`src/sphw_pkg.sv`:
```
// package: constants and carrier types for the sleep/pause/wake halt control
`default_nettype none
package sphw_pkg;
	localparam logic [4:0] SPHW_OP_SLEEP     = 5'h10;
	localparam logic [4:0] SPHW_OP_HIBERNATE = 5'h08;
	localparam logic [4:0] SPHW_OP_SUSPEND   = 5'h18;
	localparam logic [1:0] SPHW_RMODE_SLEEP  = 2'h1;
	localparam int         SPHW_SYNC_STAGES  = 2;
	localparam logic       SPHW_CLKEN_RESET  = 1'h1;

	typedef enum logic [2:0] {
		SPHW_RUN       = 3'h0,
		SPHW_SLP_DRAIN = 3'h1,
		SPHW_SLEEPING  = 3'h2,
		SPHW_PS_DRAIN  = 3'h3,
		SPHW_PAUSED    = 3'h4
	} sphw_state_t;

	typedef struct packed {
		logic sleep;
		logic hibernate;
		logic suspend;
	} sphw_halt_t;

	typedef struct packed {
		logic       valid;
		logic [4:0] operand;
	} sphw_barrier_t;
endpackage
`default_nettype wire

```
`src/sphw_sync.sv`:
```
// optional multi-stage synchroniser with bypass
`timescale 1ns/1ps
`default_nettype none
module sphw_sync #(
	parameter int   STAGES = 2,
	parameter logic INIT   = 1'b0
) (
	input  wire logic clk_i,
	input  wire logic rst_n_i,
	input  wire logic d_i,
	output logic      q_o
);
	generate
		if (STAGES == 0) begin : g_bypass
			assign q_o = d_i;
		end else begin : g_chain
			logic [STAGES-1:0] chain_q;
			always_ff @(posedge clk_i or negedge rst_n_i) begin
				if (!rst_n_i) begin
					chain_q <= {STAGES{INIT}};
				end else begin
					// cast keeps a single-stage chain legal
					chain_q <= STAGES'({chain_q, d_i});
				end
			end
			assign q_o = chain_q[STAGES-1];
		end
	endgenerate
endmodule
`default_nettype wire

```
`src/sphw_clk_gate.sv`:
```
// example clock-enable flop for an external clock controller
`timescale 1ns/1ps
`default_nettype none
module sphw_clk_gate (
	input  wire logic clk_i,
	input  wire logic reset_i,
	input  wire logic sleep_i,
	input  wire logic irq_i,
	input  wire logic dbg_wake_i,
	output logic      clk_en_o
);
	logic en_q;
	// synchronous reset like the partner's flop; power-up value set
	always_ff @(posedge clk_i) begin
		if (reset_i) begin
			en_q <= sphw_pkg::SPHW_CLKEN_RESET;
		end else if (sleep_i && !irq_i && !dbg_wake_i) begin
			en_q <= 1'b0;
		end else if (!en_q) begin
			en_q <= 1'b1;
		end
	end
	assign clk_en_o = en_q;
endmodule
`default_nettype wire

```
`src/sphw_halt_ctrl.sv`:
```
// sleep, hibernate, suspend and pause halt control of the processor core
`timescale 1ns/1ps
`default_nettype none
// Function
// - interrupt input synchronised only when irq_sync_enable is set
// - reset passes sync_stage_count flops, default 2; zero means synchronous reset
// - each wake-up input synchronised when its wake_sync_enable bit is set
// - debug wake latched on the update strobe rising edge when serial, else sampled every processor clock
// - sleep barrier: drain accesses, halt, assert exactly one halt output
// - operand 16 sleep, 8 hibernate, 24 suspend
// - in sleep, either wake-up input high resumes after the barrier
// - pause high: drain accesses, halt, assert pause acknowledge
// - pause low: resume exactly where paused
// - pause, acknowledge and debug continue all on processor clock
// - wake-up inputs ignored outside sleep mode
// - reset mode 01 enters sleep at once; wake starts at reset vector
module sphw_halt_ctrl #(
	parameter logic       IRQ_SYNC_ENABLE  = 1'b1,
	parameter int         SYNC_STAGE_COUNT = sphw_pkg::SPHW_SYNC_STAGES,
	parameter logic [1:0] WAKE_SYNC_ENABLE = 2'h3,
	parameter logic       DEBUG_INTERFACE  = 1'b0
) (
	input  wire logic       CLOCK_I,
	input  wire logic       RSTN_I,
	input  wire logic       RESET_I,
	input  wire logic [1:0] RESET_MODE_I,
	input  wire logic       IRQ_I,
	input  wire logic [1:0] WAKE_I,
	input  wire logic       BARRIER_VALID_I,
	input  wire logic [4:0] BARRIER_OP_I,
	input  wire logic       ACCESS_BUSY_I,
	input  wire logic       PAUSE_I,
	input  wire logic       DBG_UPDATE_I,
	input  wire logic       DBG_WAKE_REQ_I,
	input  wire logic       DBG_CONT_REQ_I,
	output logic            IRQ_O,
	output logic            CORE_RESET_O,
	output logic            HALT_O,
	output logic            RESUME_O,
	output logic            START_AT_VECTOR_O,
	output logic            SLEEP_O,
	output logic            HIBERNATE_O,
	output logic            SUSPEND_O,
	output logic            PAUSE_ACK_O,
	output logic            DBG_WAKE_O,
	output logic            DBG_CONTINUE_O,
	output logic            CLK_EN_O
);
	sphw_pkg::sphw_state_t   state_q;
	sphw_pkg::sphw_state_t   state_d;
	sphw_pkg::sphw_halt_t    halt_q;
	sphw_pkg::sphw_halt_t    halt_d;
	sphw_pkg::sphw_halt_t    halt_sel;
	sphw_pkg::sphw_halt_t    pend_q;
	sphw_pkg::sphw_barrier_t bar;
	logic                    reset_s;
	logic                    irq_s;
	logic [1:0]              wake_s;
	logic                    wake_any;
	logic                    rmode_sleep_q;
	logic                    vector_q;
	logic                    resume_q;
	logic                    dbg_upd_q;
	logic                    dbg_wake_q;
	logic                    cont_q;

	assign bar = '{valid: BARRIER_VALID_I, operand: BARRIER_OP_I};

	// reset may be asynchronous to the clock, so it is chained too
	sphw_sync #(
		.STAGES(SYNC_STAGE_COUNT),
		.INIT  (1'b1)
	) u_rst_sync (
		.clk_i  (CLOCK_I),
		.rst_n_i(RSTN_I),
		.d_i    (RESET_I),
		.q_o    (reset_s)
	);

	sphw_sync #(
		.STAGES(IRQ_SYNC_ENABLE ? sphw_pkg::SPHW_SYNC_STAGES : 0),
		.INIT  (1'b0)
	) u_irq_sync (
		.clk_i  (CLOCK_I),
		.rst_n_i(RSTN_I),
		.d_i    (IRQ_I),
		.q_o    (irq_s)
	);

	genvar gi;
	generate
		for (gi = 0; gi < 2; gi++) begin : g_wake
			sphw_sync #(
				.STAGES(WAKE_SYNC_ENABLE[gi] ? SYNC_STAGE_COUNT : 0),
				.INIT  (1'b0)
			) u_wake_sync (
				.clk_i  (CLOCK_I),
				.rst_n_i(RSTN_I),
				.d_i    (WAKE_I[gi]),
				.q_o    (wake_s[gi])
			);
		end
	endgenerate

	assign wake_any = |wake_s;
	assign IRQ_O    = irq_s;
	assign CORE_RESET_O = reset_s;

	// operand decode; unknown operands are not sleep barriers
	always_comb begin
		halt_sel = '0;
		unique case (bar.operand)
			sphw_pkg::SPHW_OP_SLEEP:     halt_sel.sleep     = 1'b1;
			sphw_pkg::SPHW_OP_HIBERNATE: halt_sel.hibernate = 1'b1;
			sphw_pkg::SPHW_OP_SUSPEND:   halt_sel.suspend   = 1'b1;
			default:                     halt_sel           = '0;
		endcase
	end

	always_comb begin
		state_d = state_q;
		halt_d  = halt_q;
		unique case (state_q)
			sphw_pkg::SPHW_RUN: begin
				// pause takes priority over a barrier in the same cycle
				if (PAUSE_I) begin
					state_d = sphw_pkg::SPHW_PS_DRAIN;
				end else if (bar.valid && (halt_sel != '0)) begin
					state_d = sphw_pkg::SPHW_SLP_DRAIN;
					halt_d  = halt_sel;
				end
			end
			sphw_pkg::SPHW_SLP_DRAIN: begin
				if (!ACCESS_BUSY_I) begin
					state_d = sphw_pkg::SPHW_SLEEPING;
					halt_d  = pend_q;
				end
			end
			sphw_pkg::SPHW_SLEEPING: begin
				if (wake_any) begin
					state_d = sphw_pkg::SPHW_RUN;
					halt_d  = '0;
				end
			end
			sphw_pkg::SPHW_PS_DRAIN: begin
				if (!ACCESS_BUSY_I) begin
					state_d = sphw_pkg::SPHW_PAUSED;
				end
			end
			sphw_pkg::SPHW_PAUSED: begin
				if (!PAUSE_I) begin
					state_d = sphw_pkg::SPHW_RUN;
				end
			end
			default: begin
				state_d = sphw_pkg::SPHW_RUN;
				halt_d  = '0;
			end
		endcase
	end

	// reset mode sampled while reset is held
	always_ff @(posedge CLOCK_I or negedge RSTN_I) begin
		if (!RSTN_I) begin
			rmode_sleep_q <= 1'b0;
		end else if (reset_s) begin
			rmode_sleep_q <= (RESET_MODE_I == sphw_pkg::SPHW_RMODE_SLEEP);
		end else if (state_q == sphw_pkg::SPHW_SLEEPING && wake_any) begin
			// only the first wake after a strapped reset goes to the vector
			rmode_sleep_q <= 1'b0;
		end
	end

	always_ff @(posedge CLOCK_I or negedge RSTN_I) begin
		if (!RSTN_I) begin
			state_q <= sphw_pkg::SPHW_RUN;
			halt_q  <= '0;
		end else if (reset_s) begin
			// no bus access: go straight to sleeping when strapped
			if (RESET_MODE_I == sphw_pkg::SPHW_RMODE_SLEEP) begin
				state_q <= sphw_pkg::SPHW_SLEEPING;
				halt_q  <= '{sleep: 1'b1, hibernate: 1'b0, suspend: 1'b0};
			end else begin
				state_q <= sphw_pkg::SPHW_RUN;
				halt_q  <= '0;
			end
		end else begin
			state_q <= state_d;
			halt_q  <= (state_d == sphw_pkg::SPHW_SLEEPING) ? halt_d : '0;
		end
	end

	// remember pending selection while draining; outputs stay low meanwhile
	always_ff @(posedge CLOCK_I or negedge RSTN_I) begin
		if (!RSTN_I) begin
			pend_q <= '0;
		end else if (state_q == sphw_pkg::SPHW_RUN && state_d == sphw_pkg::SPHW_SLP_DRAIN) begin
			pend_q <= halt_sel;
		end
	end

	// wake from a reset-mode sleep restarts at the vector
	always_ff @(posedge CLOCK_I or negedge RSTN_I) begin
		if (!RSTN_I) begin
			vector_q <= 1'b0;
			resume_q <= 1'b0;
		end else if (reset_s) begin
			vector_q <= 1'b0;
			resume_q <= 1'b0;
		end else begin
			vector_q <= rmode_sleep_q && (state_q == sphw_pkg::SPHW_SLEEPING) && wake_any;
			resume_q <= (state_q == sphw_pkg::SPHW_SLEEPING && wake_any)
				|| (state_q == sphw_pkg::SPHW_PAUSED && !PAUSE_I);
		end
	end

	// debug wake: serial form is held from the update strobe; wake inputs
	// are only looked at in the sleeping state, so others are ignored
	always_ff @(posedge CLOCK_I or negedge RSTN_I) begin
		if (!RSTN_I) begin
			dbg_upd_q  <= 1'b0;
			dbg_wake_q <= 1'b0;
			cont_q     <= 1'b0;
		end else begin
			dbg_upd_q <= DBG_UPDATE_I;
			if (DEBUG_INTERFACE) begin
				dbg_wake_q <= DBG_WAKE_REQ_I;
			end else if (DBG_UPDATE_I && !dbg_upd_q) begin
				dbg_wake_q <= DBG_WAKE_REQ_I;
			end
			cont_q <= DBG_CONT_REQ_I && (state_q == sphw_pkg::SPHW_PAUSED);
		end
	end

	sphw_clk_gate u_clk_gate (
		.clk_i     (CLOCK_I),
		.reset_i   (reset_s),
		.sleep_i   (SLEEP_O),
		.irq_i     (irq_s),
		.dbg_wake_i(dbg_wake_q),
		.clk_en_o  (CLK_EN_O)
	);

	assign SLEEP_O           = halt_q.sleep;
	assign HIBERNATE_O       = halt_q.hibernate;
	assign SUSPEND_O         = halt_q.suspend;
	assign PAUSE_ACK_O       = (state_q == sphw_pkg::SPHW_PAUSED);
	assign HALT_O            = (state_q != sphw_pkg::SPHW_RUN);
	assign RESUME_O          = resume_q;
	assign START_AT_VECTOR_O = vector_q;
	assign DBG_WAKE_O        = dbg_wake_q;
	assign DBG_CONTINUE_O    = cont_q;
endmodule
`default_nettype wire

```
`config.mk`:
```
export PLATFORM = sky130hd
export DESIGN_NAME = sphw_halt_ctrl
export DESIGN_NICKNAME = d
export VERILOG_FILES = /design/src/sphw_pkg.sv /design/src/sphw_sync.sv /design/src/sphw_clk_gate.sv /design/src/sphw_halt_ctrl.sv
export SDC_FILE = /design/constraint.sdc
export NUM_CORES = 1
export LEC_CHECK = 0
export ABC_CLOCK_PERIOD_IN_PS = 2600
export BUFFER_PORTS_ARGS = -buffer_cell sky130_fd_sc_hd__buf_2
export CAP_MARGIN = 20
export CORE_MARGIN = 2
export CORE_UTILIZATION = 38
export CTS_CLUSTER_DIAMETER = 80
export DETAILED_ROUTE_END_ITERATION = 8
export GPL_TIMING_DRIVEN = 0
export SLEW_MARGIN = 10
export SYNTH_ARGS = -nofsm -noshare
export SYNTH_HDL_FRONTEND = slang
export SYNTH_SLANG_ARGS = --single-unit
```
`constraint.sdc`:
```
create_clock -name CLOCK_I -period 2.6 [get_ports CLOCK_I]
set_input_delay 0.13 -clock CLOCK_I [delete_from_list [all_inputs] [get_ports CLOCK_I]]
set_output_delay 0.13 -clock CLOCK_I [all_outputs]
set_load 0.05 [all_outputs]
```
==> metrics.cfg, run 1 <==
[synthesis]
ys_ff_latch = 24
synth_edf_count = 0
synth_mux_area_share_pct = 3.25
syn_area_um2 = 1110
ys_seq_area_share_pct = 53.6
synth_top_family_by_area = simple AND/OR/NAND/NOR gates
synthCells = 97
avgSynthCellArea_um2 = 11.5
synthSimpleGateAreaFrac_pct = 25.1
synth-main-ff-cell = dfrtp_1
synth_nets = 116
async_flop_share_pct = 95.8
yosysWarnings = 0
synth_compound_gate_area_share_pct = 13.8
synth_xor_area_share_pct = 0
synthAdderAreaFrac_pct = 0
yosysUniqueCellTypes = 44

[floorplan]
die_x_um = 58.2
start_util_pct = 40.1
ios = 31
rows = 19
core-area_um2 = 2780
dieArea_um2 = 3380
die-height_um = 58.2

[critical_path]
crit_cells = 4
rr_worst_depth = 6
timing.rr.start = state_q[0]
critPathMaxStageDelay_ns = 0.41
crit_start = state_q[0]
path_cells = buf_6 > buf_4 > nor3b_1 > buf_2
setup.worst_path.class = flip-flop to primary output
slowest_stage = dfrtp_1
crit_path_end = PAUSE_ACK_O
start_kind = flip-flop
path_buf_inv = 3
reg2reg_slack_ns = 0.93
cp.arrival_ns = 1.79
reg2reg_to = SLEEP_O
path_delay_family = buffers and inverters
cp.required_ns = 2.47
crit_fanout = 10
end_kind = primary output

[pwr]
switching_power_mw = 0.255
power.internal_mw = 0.646
powerDensity_nw_per_um2 = 632
leakage_nw = 0.678
seqPwrFrac_pct = 46.4
p_total_mw = 0.901
clkPwrFrac_pct = 29.7
p_comb_share_pct = 23.9
peakVddDrop_uv = 457
swShare_pct = 28.3

[sta]
clock_skew_ns = 0.00964
rsz0062_at_grt = no
worst_pin_slew_ns = 0.519
fin_crit_sh_pct = 73.7
maxSlewHeadroom_pct = 65.3
fmax_mhz = 522
slew_viol_final = 0
hold_viol_final = 0
setup_viol = 0
fin_crit_ns = 1.92
whs_ns = 0.0461
tns_ns = 0
fin_ws_ns = 0.683

[detailed_routing]
drc = 0
firstDrtPassIters = 4
postRouteAntennaNets = 0
avgViaCountPerCell = 5.21
wl_per_cell_um = 13.2
drt_iter0_markers = 11
vias = 881
totalWireLength_mm = 2.24

[cells_and_area]
final_core_util_pct = 51.3
drive_above_1_share_pct = 37.7
antenna_cells = 0
fin_cells = 169
fin_area_um2 = 1430
area_delta_synth_final_pct = 27.9
fin_nets = 158
fillCellCount = 262

[placement]
port_buffers = 30
gp_congestion = 0.861
dp.cells = 158
place_area_um2 = 1300
place_hpwl_mm = 1.64
place_ws_ns = 0.959

[run_status]
status = complete, no violations

[clock_tree]
cts_root_buffer = clkbuf_4
cts_tree = built
clockBufferDepth = 2
cts_inserted_buffers = 3
post-cts-setup-buffers = 0
clk_latency_ns = 0.32
clkSlewWorstSetupHoldPaths_ns = 0.13
clock_sinks = 24
cts_max_level = 1

[global_route]
antenna_found_initial = 0
grt_pass1_vias = 871
grt_max_degree = 24
grt_use_total_pct = 15.1
grt_pass1_wl_mm = 3.90
overflow = 0

[worst_hold_path]
hp-class = input pin to flip-flop

[flow_run]
cap_violations = 0

synthesized netlist by cell type (all sizes together) (3+ instances only):
cell / count / area [um^2]
nor2: 7 / 26.3
a21oi: 3 / 15.0
nor3: 7 / 45.0
nor2b: 4 / 32.5
o21ai: 3 / 15.0
nor3b: 5 / 48.8
inv: 3 / 11.3
buf: 4 / 35.0
nand2: 6 / 22.5
dfrtp: 21 / 526
worst register-to-register path: cells and delay by family, from the launching register on:
family / cells / cell delay (ns)
flops: 1 / 0.41
simple gates: 4 / 0.85
buf+inv: 1 / 0.14
compound gates: 1 / 0.15
state kept, by name (all words and copies together), names as in the netlist:
register,flops
g_wake.u_wake_sync.g_chain.chain_q,4
pend_q,3
state_q,3
u_irq_sync.g_chain.chain_q,2
u_rst_sync.g_chain.chain_q,2
DBG_CONTINUE_O,1
DBG_WAKE_O,1
HIBERNATE_O,1
RESUME_O,1
SLEEP_O,1
START_AT_VECTOR_O,1
SUSPEND_O,1
dbg_upd_q,1
rmode_sleep_q,1
u_clk_gate.clk_en_o,1
worst min path at each step:
stage,startpoint,to,slack [ns],cells after the start
CTS,DBG_WAKE_REQ_I,DBG_WAKE_O,0.03,2
global placement,RSTN_I,SUSPEND_O,0.13,1
finish,DBG_WAKE_REQ_I,DBG_WAKE_O,0.05,2
floorplan,RSTN_I,DBG_CONTINUE_O,-0.17,0
global route,DBG_WAKE_REQ_I,DBG_WAKE_O,0.03,2
detailed placement,RSTN_I,SLEEP_O,0.13,1
cells in the final DEF, fill, tap and decap left out, drive strengths merged, types with 2 or more instances in the layout:
cell          n
clkbuf        3
inv           3
o21ai         3
nor2b         4
nor2          7
a32oi         2
nor3b         5
mux2          2
and2          2
dlygate4sd3   7
nand2b        2
nand2         6
dfrtp        21
a21oi         3
dfstp         2
buf          34
nor3          7
a2bb2oi       2
cells by family after synthesis:
group | Yosys count
AO/OA/AOI/OAI | 21
buffers and inverters | 7
flip-flops | 24
multiplexers | 3
AND/OR/NAND/NOR | 42
power groups by stage:
stage	Clock [mW]	Sequential, mW	Combinational (mW)
CTS	0.278	0.419	0.215
floorplan	0	0.454	0.119
global placement	0	0.424	0.205
global route	0.292	0.422	0.234
finish	0.267	0.418	0.215
detailed placement	0	0.427	0.206
metal layers:
layer | share of wire, % | global-route usage [%] | wire, um | vias up
li1 | - | - | - | 434
met1 | 43 | 18.7 | 968 | 428
met2 | 52 | 26.1 | 1170 | 17
met3 | 4.0 | 4.69 | 89 | 2
met4 | 0.27 | 2.99 | 6 | 0
met5 | 0 | 0 | 0 | -
timing repair:
| item | CTS | global route |
|---|---|---|
| resized for setup | 0 | 0 |
| hold buffers | 7 | 0 |
| setup endpoints to repair | 0 | 0 |
| hold endpoints to repair | 27 | 0 |
cell type report:
| type | instances | area, um^2 | area share, % |
|---|---|---|---|
| Multi-Input combinational cell | 66 | 470 | 33.0 |
| Timing Repair Buffer | 37 | 220 | 15.4 |
| Clock inverter | 1 | 30.0 | 2.11 |
| Inverter | 3 | 11.3 | 0.789 |
| Sequential cell | 24 | 598 | 41.9 |
| Clock buffer | 3 | 22.5 | 1.58 |
| Tap cell | 31 | 38.8 | 2.72 |
| Buffer | 4 | 35.0 | 2.46 |
Note: power is estimated with default switching activity, not from simulation.
==> run 2, diff against run 1 <==
- ABC_AREA: unset -> 1
- ABC_CLOCK_PERIOD_IN_PS: 2600 -> 1650
- clock period: 2.6 -> 1.65 ns (I/O delays scaled with it)
==> metrics.cfg, run 2 <==
[cells_and_area]
largest_reg_flops = 4
fillCellCount = 253
fin_area_um2 = 1360
multi_input_area_um2 = 377
drive_above_1_share_pct = 32.7
area_delta_synth_final_pct = 30.1
largest-register = g_wake.u_wake_sync.g_chain.chain_q
fin_cells = 187
final_common_cell = buf_2
antenna_cells = 0
fin_nets = 176
final-seq-area_um2 = 598
final_cell_mix = 30 x buf_2, 24 x nand2_1, 21 x dfrtp_1, 17 x inv_1, 13 x nand3_1
reg.largest.list = g_wake.u_wake_sync.g_chain.chain_q (4), pend_q (3), state_q (3)

[sta]
tns_ns = 0
fin_crit_sh_pct = 92.0
worst_pin_slew_ns = 0.495
maxSlewHeadroom_pct = 67.0
slew_viol_final = 0
fin_ws_ns = 0.131
clock_skew_ns = 0.00235
rsz0062_at_grt = no
fmax_mhz = 658
setup_viol = 0
hold_viol_final = 0
fin_crit_ns = 1.52

[synthesis]
synth_common_cells = 24 x nand2_1, 21 x dfrtp_1, 17 x inv_1, 13 x nand3_1, 11 x nor2_1
synth_most_common_cell = nand2_1
ys_seq_area_share_pct = 57.3
ys_top_cells_by_area = dfrtp_1 50%, nand2_1 8.6%, nand3_1 6.2%
synth-main-ff-cell = dfrtp_1
synth_edf_count = 0
yosysWarnings = 0
synthCells = 115
syn_area_um2 = 1040
ys_ff_latch = 24
async_flop_share_pct = 95.8
avgSynthCellArea_um2 = 9.07
synth_nets = 134
yosysUniqueCellTypes = 22
synth.top_cell.area_share_pct = 50.4
synth_top_cell_by_area = dfrtp_1

[run_status]
status = complete, no violations

[global_route]
grt_max_degree = 24
antenna_found_initial = 0
grt_use_total_pct = 13.7
overflow = 0
grt_pass1_wl_mm = 3.38
grt_pass1_vias = 794

[critical_path]
timing.rr.start = state_q[0]
crit_start = state_q[0]
end_kind = primary output
crit_fanout = 7
cp.arrival_ns = 1.44
setup.worst_path.class = flip-flop to primary output
cp.required_ns = 1.57
start_kind = flip-flop

[clock_tree]
clockBufferDepth = 2
post-cts-setup-buffers = 0
clk_latency_ns = 0.31
clkSlewWorstSetupHoldPaths_ns = 0.13
cts_max_level = 1
cts_root_buffer = clkbuf_4
cts_tree = built
cts_inserted_buffers = 3
clock_sinks = 24

[detailed_routing]
totalWireLength_mm = 1.98
postRouteAntennaNets = 0
firstDrtPassIters = 4
vias = 858
drt_iter0_markers = 9
wl_per_cell_um = 10.6
avgViaCountPerCell = 4.59
drc = 0

[placement]
gp_congestion = 0.757
place_area_um2 = 1230
port_buffers = 30
place_hpwl_mm = 1.50
dp.cells = 176
place_ws_ns = 0.314

[floorplan]
core-area_um2 = 2690
die_x_um = 56.4
rows = 19
ios = 31
die-height_um = 56.4
start_util_pct = 38.8
dieArea_um2 = 3180

[worst_hold_path]
hp-class = input pin to flip-flop
min_from = DBG_CONT_REQ_I

[flow_run]
cap_violations = 0

[pwr]
peakVddDrop_uv = 548
powerDensity_nw_per_um2 = 995
leakage_nw = 0.742

-- run 2: stage by stage --
step,util [%],hold WS [ns],total power [mW]
after detailed placement,46.0,0.0870,0.930
final,50.5,0.0243,1.35
after floorplan,-,-0.213,0.851
after global placement,46.0,0.0776,0.922
after global routing,50.5,0.0147,1.43
after CTS,50.5,0.0109,1.37
-- run 2: kinds of logic after synthesis --
kind of cell    share of synthesized area, %
simple gates                            30.6
flops                                   57.3
compound gates                          5.28
buf+inv                                 6.83
-- run 2: path summary, 6_finish.rpt --
check / slack, ns / cells after the start / end
max: 0.13 / 4 / PAUSE_ACK_O
min: 0.02 / 2 / DBG_CONTINUE_O
max reg2reg: 0.29 / 5 / SLEEP_O
min reg2reg: 0.36 / 0 / g_wake[0].u_wake_sync.g_chain.chain_q[1]
max in group asynchronous: 1.04 / 2 / u_rst_sync.g_chain.chain_q[1]
min in group asynchronous: 0.25 / 2 / state_q[0]
-- run 2: repair_timing --
action | 4_1_cts | 5_1_grt
hold endpoints to repair | 27 | 0
gates resized for setup | 0 | 0
hold buffers | 7 | 0
-- run 2: power by group --
| part | internal, mW | switching (mW) | leakage, nW | total, mW |
|---|---|---|---|---|
| combinational | 0.0902 | 0.188 | 0.415 | 0.278 |
| sequential | 0.624 | 0.0262 | 0.299 | 0.650 |
| clock | 0.246 | 0.177 | 0.0279 | 0.423 |
| total | 0.959 | 0.391 | 0.742 | 1.35 |
-- run 2: per-layer routing --
metal  global-route usage (%)  routed length [um]
met4                     6.12                  18
met2                     23.0                 994
met3                     3.00                  92
met1                     16.8                 870
met5                        0                   0
-- run 2: final cells by class --
type / count / share of cell area, %
Sequential cell: 24 / 44.1
Multi-Input combinational cell: 72 / 27.7
Timing Repair Buffer: 37 / 16.2
Inverter: 19 / 5.25
Tap cell: 31 / 2.86
Clock inverter: 1 / 2.21
Clock buffer: 3 / 1.66
-- run 2: worst max-delay path, cell delays in order, from the launching register on --
cell,delay (ns)
dfrtp_1,0.48
nor2_2,0.21
inv_1,0.08
nor2_2,0.09
buf_2,0.26
